==> src/shared/css_pkg.sv <==
package css_pkg;

    localparam int CLK_KHZ = 100000;
    localparam int SAMPLE_RATE_KHZ = 250;
    localparam int SAMPLE_DIV = CLK_KHZ / SAMPLE_RATE_KHZ;
    localparam int SAMPLE_DIV_W = 9;

    localparam int NUM_INPUTS = 13;
    localparam int NUM_STAGES = 12;
    localparam int RESULT_W = 16;
    localparam int OFFSET_W = 6;
    localparam int ACC_W = 26;
    localparam int CNT_W = 10;
    localparam logic [3:0] LAST_STAGE_MAX = 4'hB;

    localparam logic [1:0] DECIM_256 = 2'h0;
    localparam logic [1:0] DECIM_128 = 2'h1;
    localparam int SAMPLES_PER_RATIO = 3;
    localparam logic [35:0] DIV3_MUL = 36'h0002AAAB;
    localparam int DIV3_SHIFT = 19;

    localparam logic [9:0] ADDR_CONTROL = 10'h000;
    localparam logic [9:0] ADDR_RESULT_FIRST = 10'h00B;
    localparam logic [9:0] ADDR_STAGE_BASE = 10'h080;
    localparam int STAGE_STRIDE_LOG2 = 3;
    localparam logic [2:0] SUB_ROUTE_LO = 3'h0;
    localparam logic [2:0] SUB_ROUTE_HI = 3'h1;
    localparam logic [2:0] SUB_OFFSET = 3'h2;

    localparam logic [15:0] CONTROL_RESET = 16'h0000;
    localparam logic [15:0] CONTROL_MASK = 16'h03FF;
    localparam int POWER_MODE_LSB = 0;
    localparam int LAST_STAGE_LSB = 4;
    localparam int DECIM_LSB = 8;
    localparam logic [1:0] POWER_FULL = 2'h0;
    localparam int POS_OFFSET_LSB = 0;
    localparam int NEG_OFFSET_LSB = 8;
    localparam int SE_SETUP_LSB = 12;
    localparam logic [1:0] SE_DIFFERENTIAL = 2'h3;

    localparam logic [15:0] MIDSCALE = 16'h8000;
    localparam logic [15:0] BUTTON_BAND = 16'h0400;

    typedef struct packed {
        logic [1:0] se_setup;
        logic [2*NUM_INPUTS-1:0] routing;
        logic [OFFSET_W-1:0] pos_offset;
        logic [OFFSET_W-1:0] neg_offset;
    } css_stage_cfg_s;

    typedef struct packed {
        logic [9:0] addr;
        logic [15:0] wdata;
        logic we;
    } css_reg_req_s;

    function automatic logic [3:0] css_ratio_log2(input logic [1:0] code);
        case (code)
            DECIM_256: css_ratio_log2 = 4'h8;
            DECIM_128: css_ratio_log2 = 4'h7;
            default: css_ratio_log2 = 4'h6;
        endcase
    endfunction

endpackage

==> src/hw/css_stage_sequencer.sv <==
module css_stage_sequencer (
    input wire logic clk,
    input wire logic reset_n,
    input wire logic [15:0] mod_sample,
    output logic sample_strobe,
    input wire css_pkg::css_reg_req_s reg_req,
    output logic [15:0] reg_rdata,
    output logic [3:0] active_stage,
    output css_pkg::css_stage_cfg_s active_cfg,
    output logic result_valid,
    output logic [css_pkg::NUM_STAGES-1:0] button_pos_active,
    output logic [css_pkg::NUM_STAGES-1:0] button_neg_active
);
    localparam int NS = css_pkg::NUM_STAGES;

    logic [css_pkg::SAMPLE_DIV_W-1:0] div_q;
    logic sample_en;
    logic [15:0] control_q;
    logic [1:0] decim_q;
    logic [3:0] last_q;
    logic [3:0] stage_q;
    logic [3:0] stage_d;
    logic running_q;
    logic fresh_q;
    logic avg_done;
    logic [15:0] avg_result;
    logic [NS-1:0][15:0] result_q;
    logic [NS-1:0][13:0] route_lo_q;
    logic [NS-1:0][13:0] route_hi_q;
    logic [NS-1:0][13:0] offset_q;
    logic [3:0] wr_last;
    logic [3:0] req_last;
    logic seq_end;
    logic full_power;
    logic [9:0] addr;
    logic [9:0] stage_rel;
    logic [3:0] addr_stage;
    logic [2:0] addr_sub;
    logic in_stage_space;
    logic in_result_space;
    logic [9:0] result_rel;
    logic [15:0] rd_mux;
    logic is_diff;
    logic hi_side;
    logic lo_side;

    function automatic css_pkg::css_stage_cfg_s build_cfg(
        input logic [13:0] lo,
        input logic [13:0] hi,
        input logic [13:0] off
    );
        css_pkg::css_stage_cfg_s c;
        c.routing = {hi[11:0], lo};
        c.se_setup = hi[css_pkg::SE_SETUP_LSB +: 2];
        c.pos_offset = off[css_pkg::POS_OFFSET_LSB +: css_pkg::OFFSET_W];
        c.neg_offset = off[css_pkg::NEG_OFFSET_LSB +: css_pkg::OFFSET_W];
        return c;
    endfunction

    // fixed-rate sample enable from the system clock
    assign sample_en = (div_q == css_pkg::SAMPLE_DIV_W'(css_pkg::SAMPLE_DIV
                                                       - 1));
    assign sample_strobe = sample_en;

    always_ff @(posedge clk or negedge reset_n) begin
        if (!reset_n) begin
            div_q <= '0;
        end else if (sample_en) begin
            div_q <= '0;
        end else begin
            div_q <= div_q + 1'b1;
        end
    end

    css_averager u_avg (
        .clk(clk),
        .reset_n(reset_n),
        .sample_en(sample_en && running_q),
        .sample(mod_sample),
        .decim(decim_q),
        .done(avg_done),
        .result(avg_result)
    );

    // register port decode
    assign addr = reg_req.addr;
    assign stage_rel = addr - css_pkg::ADDR_STAGE_BASE;
    assign addr_stage = stage_rel[css_pkg::STAGE_STRIDE_LOG2 +: 4];
    assign addr_sub = stage_rel[2:0];
    assign in_stage_space = (addr >= css_pkg::ADDR_STAGE_BASE)
                            && (addr_stage < 4'(NS))
                            && (stage_rel[9:7] == 3'h0);
    assign result_rel = addr - css_pkg::ADDR_RESULT_FIRST;
    assign in_result_space = (addr >= css_pkg::ADDR_RESULT_FIRST)
                             && (result_rel < 10'(NS));

    always_comb begin
        rd_mux = 16'h0000;
        if (addr == css_pkg::ADDR_CONTROL) begin
            rd_mux = control_q;
        end else if (in_result_space) begin
            rd_mux = result_q[result_rel[3:0]];
        end else if (in_stage_space) begin
            case (addr_sub)
                css_pkg::SUB_ROUTE_LO: rd_mux = {2'h0, route_lo_q[addr_stage]};
                css_pkg::SUB_ROUTE_HI: rd_mux = {2'h0, route_hi_q[addr_stage]};
                css_pkg::SUB_OFFSET: rd_mux = {2'h0, offset_q[addr_stage]};
                default: rd_mux = 16'h0000;
            endcase
        end
    end

    always_ff @(posedge clk or negedge reset_n) begin
        if (!reset_n) begin
            reg_rdata <= 16'h0000;
        end else begin
            reg_rdata <= rd_mux;
        end
    end

    always_ff @(posedge clk or negedge reset_n) begin
        if (!reset_n) begin
            control_q <= css_pkg::CONTROL_RESET;
        end else if (reg_req.we && addr == css_pkg::ADDR_CONTROL) begin
            control_q <= reg_req.wdata & css_pkg::CONTROL_MASK;
        end
    end

    genvar g;
    generate
        for (g = 0; g < NS; g++) begin : g_stage_regs
            logic hit;
            assign hit = reg_req.we && in_stage_space && addr_stage == 4'(g);
            always_ff @(posedge clk or negedge reset_n) begin
                if (!reset_n) begin
                    route_lo_q[g] <= 14'h0000;
                    route_hi_q[g] <= 14'h0000;
                    offset_q[g] <= 14'h0000;
                end else if (hit) begin
                    if (addr_sub == css_pkg::SUB_ROUTE_LO) begin
                        route_lo_q[g] <= reg_req.wdata[13:0];
                    end
                    if (addr_sub == css_pkg::SUB_ROUTE_HI) begin
                        route_hi_q[g] <= reg_req.wdata[13:0];
                    end
                    if (addr_sub == css_pkg::SUB_OFFSET) begin
                        // six-bit codes each, upper bits held at zero
                        offset_q[g] <= reg_req.wdata[13:0]
                                       & 14'h3F3F;
                    end
                end
            end
        end
    endgenerate

    // out-of-range stage counts clamp to the last stage
    assign req_last = control_q[css_pkg::LAST_STAGE_LSB +: 4];
    assign wr_last = (req_last > css_pkg::LAST_STAGE_MAX)
                     ? css_pkg::LAST_STAGE_MAX : req_last;
    assign full_power = control_q[css_pkg::POWER_MODE_LSB +: 2]
                        == css_pkg::POWER_FULL;
    assign seq_end = avg_done && (stage_q == last_q);

    always_comb begin
        stage_d = stage_q;
        if (avg_done) begin
            if (stage_q == last_q) begin
                stage_d = 4'h0;
            end else begin
                stage_d = stage_q + 4'h1;
            end
        end
    end

    // a sequence stays open to new settings until its first sample
    always_ff @(posedge clk or negedge reset_n) begin
        if (!reset_n) begin
            fresh_q <= 1'b1;
        end else if (seq_end) begin
            fresh_q <= 1'b1;
        end else if (sample_en && running_q) begin
            fresh_q <= 1'b0;
        end
    end

    // settings latch only between sequences so no stage mixes them
    always_ff @(posedge clk or negedge reset_n) begin
        if (!reset_n) begin
            stage_q <= 4'h0;
            decim_q <= css_pkg::DECIM_256;
            last_q <= 4'h0;
            running_q <= 1'b0;
        end else begin
            stage_q <= stage_d;
            if (seq_end || !running_q || fresh_q) begin
                decim_q <= control_q[css_pkg::DECIM_LSB +: 2];
                last_q <= wr_last;
                // in full power the next sequence starts without a gap; other power modes stop here
                running_q <= full_power;
            end
        end
    end

    always_ff @(posedge clk or negedge reset_n) begin
        if (!reset_n) begin
            active_stage <= 4'h0;
            active_cfg <= '0;
        end else begin
            active_stage <= stage_d;
            active_cfg <= build_cfg(route_lo_q[stage_d], route_hi_q[stage_d],
                                    offset_q[stage_d]);
        end
    end

    // a differential pair pressed together cancels near midscale
    assign is_diff = active_cfg.se_setup == css_pkg::SE_DIFFERENTIAL;
    assign hi_side = avg_result > (css_pkg::MIDSCALE + css_pkg::BUTTON_BAND);
    assign lo_side = avg_result < (css_pkg::MIDSCALE - css_pkg::BUTTON_BAND);

    always_ff @(posedge clk or negedge reset_n) begin
        if (!reset_n) begin
            result_q <= '0;
            result_valid <= 1'b0;
            button_pos_active <= '0;
            button_neg_active <= '0;
        end else begin
            result_valid <= avg_done;
            if (avg_done) begin
                result_q[stage_q] <= avg_result;
                button_pos_active[stage_q] <= is_diff && hi_side;
                button_neg_active[stage_q] <= is_diff && lo_side;
            end
        end
    end
endmodule

==> src/hw/css_averager.sv <==
module css_averager (
    input wire logic clk,
    input wire logic reset_n,
    input wire logic sample_en,
    input wire logic [15:0] sample,
    input wire logic [1:0] decim,
    output logic done,
    output logic [15:0] result
);
    logic [css_pkg::ACC_W-1:0] acc_q;
    logic [css_pkg::CNT_W-1:0] cnt_q;
    logic [3:0] shift;
    logic [css_pkg::CNT_W-1:0] last_cnt;
    logic [css_pkg::ACC_W-1:0] acc_sum;
    logic [35:0] per_ratio;
    logic [35:0] quotient;
    logic last_sample;

    assign shift = css_pkg::css_ratio_log2(decim);
    // three windows of the ratio per stage
    assign last_cnt = css_pkg::CNT_W'((css_pkg::SAMPLES_PER_RATIO << shift)
                                      - 1);
    assign acc_sum = acc_q + css_pkg::ACC_W'(sample);
    assign per_ratio = 36'(acc_sum >> shift);
    // exact divide by three for sums below 2^18
    assign quotient = (per_ratio * css_pkg::DIV3_MUL) >> css_pkg::DIV3_SHIFT;
    assign last_sample = sample_en && (cnt_q == last_cnt);

    // done rises in the same cycle the result register loads, so the sequencer never stores
    // the previous stage's value
    always_ff @(posedge clk or negedge reset_n) begin
        if (!reset_n) begin
            done <= 1'b0;
        end else begin
            done <= last_sample;
        end
    end

    always_ff @(posedge clk or negedge reset_n) begin
        if (!reset_n) begin
            acc_q <= '0;
            cnt_q <= '0;
            result <= '0;
        end else if (last_sample) begin
            acc_q <= '0;
            cnt_q <= '0;
            result <= quotient[15:0];
        end else if (sample_en) begin
            acc_q <= acc_sum;
            cnt_q <= cnt_q + 1'b1;
        end
    end
endmodule

==> config.mk <==
export PLATFORM = sky130hd
export DESIGN_NAME = css_stage_sequencer
export DESIGN_NICKNAME = d
export VERILOG_FILES = /design/src/shared/css_pkg.sv /design/src/hw/css_stage_sequencer.sv /design/src/hw/css_averager.sv
export SDC_FILE = /design/constraint.sdc
export NUM_CORES = 2
export LEC_CHECK = 0
export ABC_AREA = 0
export ABC_CLOCK_PERIOD_IN_PS = 9800
export BUFFER_PORTS_ARGS = -buffer_cell sky130_fd_sc_hd__buf_2
export CAP_MARGIN = 25
export CORE_UTILIZATION = 50
export CTS_CLUSTER_SIZE = 10
export DETAILED_ROUTE_END_ITERATION = 6
export PLACE_DENSITY = 0.66
export SYNTH_ARGS = -nofsm -noshare
export SYNTH_HDL_FRONTEND = slang
export SYNTH_SLANG_ARGS = --single-unit
==> constraint.sdc <==
create_clock -name clk -period 9.8 [get_ports clk]
set_clock_uncertainty 0.05 [all_clocks]
set_input_delay 1.47 -clock clk [delete_from_list [all_inputs] [get_ports clk]]
set_output_delay 1.47 -clock clk [all_outputs]
set_load 0.02 [all_outputs]
## Word level (Yosys, flattened, before mapping)

Cells that the tools add are included.
W data, S select, Z words.

| storage, ports and cells | value |
|---|---|
| register bits | 837 |
| input bits | 45 |
| output and inout port bits | 86 |
| logic and storage cells | 213 |

| operators by class | value |
|---|---|
| $add $sub $neg | 7 |
| multiply operators | 1 |
| order comparisons | 12 |
| equal/unequal tests | 18 |
| shift operators | 2 |
| muxes and demuxes | 36 |
| reduce and logical (&&, ||, !) cells | 70 |

Operators by type and width:

| kind | number |
|---|---|
| $bmux W14 S4 | 6 |
| $bwmux W192 | 1 |
| $mux W14 | 6 |
| $mux W16 | 5 |
| $reduce_and A2 Y1 | 36 |
| $bmux W16 S4 | 1 |
| $demux W16 S4 | 1 |
| $mux W26 | 2 |
| $pmux W14 S3 | 1 |
| $mul A36 B18 Y35 const B | 1 |
| $shr A26 B4 Y36 | 1 |
| $add A26 B16 Y26 | 1 |
| $bwmux W12 | 2 |
| $logic_and A1 B1 Y1 | 23 |
| $lt A4 B5 Y1 const B | 4 |
| $mux W10 | 2 |
| $eq A4 B3 Y1 const B | 4 |
| $eq A4 B4 Y1 const B | 4 |
| $gt A16 B16 Y1 const B | 1 |
| $lt A16 B15 Y1 const B | 1 |
| $mux W4 | 3 |
| $add A10 B1 Y10 const B | 1 |
| $eq A10 B10 Y1 | 1 |
| $ge A10 B4 Y1 const B | 1 |
| other kinds (30) | 37 |

## Logic depth before layout (Yosys ltp)

| depth | value |
|---|---|
| depth in word-level cells | 7 |
| mapped depth | 33 |
| mapped depth without buffers | 33 |

## By module

Synthesis repeated with hierarchy kept, for this count alone.

| unflattened totals | value |
|---|---|
| cell total of the unflattened synthesis | 4249 |
| area, all modules | 50549.7 um2 |

Modules (own cells, without submodules):

| module | instances | cells an instance | area each (um2) | sequential area each (um2) |
|---|---|---|---|---|
| css_stage_sequencer | 1 | 3052 | 39515.4 | 19620.1 |
| css_averager | 1 | 1197 | 11034.3 | 1326.3 |

## Least setup slack after synthesis

No wires, ideal clock.

| path | value |
|---|---|
| kind | input to register |
| start | input port mod_sample[0] |
| end | register u_avg.result[11] |
| library setup time | 131 ps |
| data arrival time | 8694 ps |
| required time | 9619 ps |
| path slack | 924 ps |
| cell stages on the path | 33 |
| buffers on the path | 0 |
| path through | ha_1 > inv_1 > fa_1 > nand2b_1 > a21oi_1 > o211a_1 > or4b_1 > nand3_1 > a21oi_1 > a22oi_1 > ha_1 > xnor2_1 > inv_1 > nand2_1 > a21oi_1 > a311o_1 > a311oi_2 > fa_1 > inv_1 > fa_1 > fa_1 > inv_1 > fa_1 > inv_1 > ha_1 > nand2_1 > nand2_1 > a21oi_1 > o21ai_0 > o21ai_0 > o211ai_1 > and3_1 > or3_1 |

| between the ends | value |
|---|---|
| longest elaborated chain between the ends | 3 |

Ends and longest elaborated chain:

| item | RTL line | source |
|---|---|---|
| start, declared | css_stage_sequencer.sv:4 | `input wire logic [15:0] mod_sample,` |
| $add A26 B16 Y26 | css_averager.sv:23 | `assign acc_sum = acc_q + css_pkg::ACC_W'(sample);` |
| $shr A26 B4 Y36 | css_averager.sv:24 | `assign per_ratio = 36'(acc_sum >> shift);` |
| $mul A36 B18 Y35 | css_averager.sv:26 | `assign quotient = (per_ratio * css_pkg::DIV3_MUL) >> css_pkg::DIV3_SHIFT;` |
| end signal, assigned | css_averager.sv:47 | `result <= quotient[15:0];` |
| end, declared | css_averager.sv:8 | `output logic [15:0] result` |

Every way passes these cells.
A chain may end at the register's enable or synchronous reset.

## Worst setup path after layout

| path | value |
|---|---|
| start | input port mod_sample[8] |
| end | register u_avg.result[12] |

Same word-level chain as after synthesis.

==> flow_metrics.env <==
export IMPL_clk_latency_ns=0.69
export IMPL_cts_setup_buffers=0
export IMPL_holdBufCountCts=0
export IMPL_final_layout_size_suffix_gt1_share_pct=28.5
export IMPL_start_util_pct=50.5
export IMPL_clkTransAtPathRegs_ns=0.05
export IMPL_r2r_cells=31
export IMPL_vias=34100
export IMPL_fmax_ghz=0.113
export IMPL_clkSinkCount=837
export IMPL_core_area_um2=98400
export IMPL_grt_pass1_vias=34600
export IMPL_synthesis_area_um2=49700
export IMPL_fp_dieH_um=317
export IMPL_root_buffer="clkbuf_16"
export IMPL_grt_ovfl_total=0
export IMPL_syn2layout_area_growth_pct=9.75
export IMPL_drc=0
export IMPL_diodes=0
export IMPL_synth_seq_area_share_pct=42.1
export IMPL_setup_tns_final_ns=0
export IMPL_dr_first_iter_drc_count=2838
export IMPL_cap_violations=0
export IMPL_cts_max_level=3
export IMPL_whs_path_depth=2
export IMPL_postLayoutSetupSlackWorst_ns=0.944
export IMPL_hp_class="reg -> reg"
export IMPL_clockBufferDepth=3
export IMPL_wl_per_cell_um=23.3
export IMPL_critPathMaxStageDelay_ns=0.51
export IMPL_nets=4706
export IMPL_antenna_left=0
export IMPL_hold_path_end="fresh_q"
export IMPL_cp_max_fo=8
export IMPL_fillers=8292
export IMPL_hpwl_mm=82.7
export IMPL_globalplace_congestion=0.895
export IMPL_rows=115
export IMPL_synth_warning_count=0
export IMPL_cp_end_kind="flop"
export IMPL_grt_pass1_wl_mm=205
export IMPL_track_usage_pct=26.7
export IMPL_grt_max_degree=177
export IMPL_synthFlopType="dfrtp_1"
export IMPL_cts_tree="built"
export IMPL_required_ns=10.30
export IMPL_power_density_nw_per_um2=176
export IMPL_crit_path_top_delay_cell="fa_1"
export IMPL_io_buffers=128
export IMPL_worst_slew_pin_slew_ns=1.07
export IMPL_preCtsSetupSlack_ns=0.277
export IMPL_critPathKind="in -> reg"
export IMPL_ir_worst_vdd_mv=0.242
export IMPL_drt_pass1_iterations=5
export IMPL_status="completed"
export IMPL_setup_viol=0
export IMPL_maxSlewHeadroom_pct=28.5
export IMPL_fin_crit_sh_pct=90.4
export IMPL_seq_area_um2=20900
export IMPL_critPathArrivalTime_ns=9.36
export IMPL_finalMaxSlewViolations=0
export IMPL_synthesis_instances=4292
export IMPL_ys_ff_latch=837
export IMPL_ios=131
export IMPL_synth_distinct_cells=89
export IMPL_min_period_ns=8.86
export IMPL_dieArea_um2=101000
export IMPL_synth_edff_count=0
export IMPL_synth_avg_cell_area_um2=11.6
export IMPL_rsz0062_at_grt="false"
export IMPL_cp_start_kind="input pin"
export IMPL_numCtsBuffers=98
export IMPL_leakagePower_nw=26.3
export IMPL_reg2reg_to="u_avg.result[12]"
export IMPL_ctsResizeCount=0
export IMPL_postRouteWirelength_mm=132
export IMPL_rrSetupSlack_ns=1.47
export IMPL_ys_async_sr_fraction_pct=100
export IMPL_die_w_um=317
export IMPL_multiInputGateArea_um2=26600
export IMPL_r2r_start="u_avg.acc_q[8]"
export IMPL_antenna_found_initial=4
export IMPL_via_per_inst=6.03
export IMPL_hp_start="fresh_q"
export IMPL_hold_viol=0
[per-layer routing]
metal,wire length [um],track usage [%],vias up
met5,16,0,-
li1,-,-,15100
met2,60800,41.4,1060
met3,8920,4.70,229
met1,58200,38.3,17700
met4,3680,8.54,2
[where the power goes]
group | internal, mW | switching (mW) | total (mW)
clock | 1.91 | 1.43 | 3.34
combinational | 1.11 | 1.61 | 2.72
sequential | 3.50 | 0.0491 | 3.55
[worst max-delay path by stage]
stage | slack, ns | to | cells past startpoint | from
finish | 0.94 | u_avg.result[12] | 32 | mod_sample[8]
global route | 0.50 | u_avg.result[12] | 32 | mod_sample[10]
CTS | 1.0 | u_avg.result[12] | 32 | mod_sample[10]
detailed placement | 0.28 | u_avg.result[12] | 32 | mod_sample[10]
global placement | 0.31 | u_avg.result[11] | 32 | mod_sample[10]
floorplan | 0.92 | u_avg.result[11] | 33 | mod_sample[0]
[cell usage in the layout (no fill, tap or decap), drive strengths merged, types with 7 or more instances in the layout]
cell type,synthesis,layout
a211oi,8,8
a21o,20,20
a21oi,74,74
a22o,7,7
a22oi,18,18
a311oi,43,43
a31oi,44,44
and2,7,7
and3,68,68
buf,110,215
clkbuf,198,130
clkinv,2,7
conb,2,27
dfrtp,836,836
fa,152,152
ha,185,185
inv,295,298
mux2,658,658
mux2i,62,62
mux4,208,208
nand2,633,633
nand2b,16,16
nand3,123,123
nand4,12,12
nor2,96,96
nor2b,11,11
nor3,23,23
o2111ai,7,7
o211ai,10,10
o21a,12,12
o21ai,167,167
o22ai,19,19
o31ai,13,13
xnor2,30,30
xor2,38,38
[synth_stat cells (19+ instances only)]
cell type,number,area (um^2)
mux4_2,208,4680
a31oi_1,44,275
o21ai_1,47,235
nand2_1,633,2380
xnor2_1,30,263
inv_1,292,1100
o22ai_1,19,119
buf_2,68,340
dfrtp_1,836,20900
ha_1,185,2310
and3_1,68,425
o21ai_0,119,596
nand3_1,123,616
nor3_1,22,110
a311oi_1,42,368
buf_1,35,131
a21o_1,20,150
nor2_1,95,357
mux2_2,658,7410
a21oi_1,73,365
xor2_1,38,333
clkbuf_1,198,743
fa_1,152,3040
mux2i_1,62,621
[metrics by stage]
step	instances	area (um^2)	total power [mW]	utilization, %	hold slack (ns)
floorplan	4317	49800	5.58	-	0.383
global placement	5503	51600	6.28	52.4	0.395
detailed placement	5508	51700	6.31	52.5	0.407
CTS	5647	54500	9.69	55.4	0.414
global route	5650	54600	10.2	55.5	0.442
finish	5650	54600	9.61	55.5	0.411
[cell type report]
cell class,count,share of cell area [%]
Tap cell,1287,2.95
Multi-Input combinational cell,2875,48.7
Clock buffer,130,4.96
Clock inverter,9,0.241
Sequential cell,837,38.4
Timing Repair Buffer,215,2.70
Inverter,297,2.06
[logic make-up after synthesis]
family | after synthesis | synth area share [%]
and+or+nand+nor | 1019 | 8.93
muxes | 928 | 25.6
DFF | 837 | 42.1
buffers and inverters | 605 | 4.80
AOI/OAI and AO/OA | 496 | 6.60
adders and majority gates | 337 | 10.8
xor gates and xnor gates | 68 | 1.20
other | 2 | 0.0151
[state kept, by name, summed over array words and instances, names as in the netlist, 4 cells and up]
name and flops:
offset_q 144, active_stage 4, active_cfg 40, button_pos_active 12, reg_rdata 16, u_avg.acc_q 26
u_avg.cnt_q 10, route_lo_q 168, route_hi_q 168, result_q 192, control_q 10, u_avg.result 16
last_q 4, div_q 9, button_neg_active 12
[critical path: cells and delay by family]
| family | cells | cell delay, ns |
|---|---|---|
| compound gates | 12 | 2.89 |
| xor+xnor | 1 | 0.29 |
| buf+inv | 6 | 0.59 |
| mux | 1 | 0.41 |
| simple gates | 5 | 0.86 |
| fa+ha+maj | 7 | 2.84 |
No activity file was read; power rests on OpenSTA's default activity.
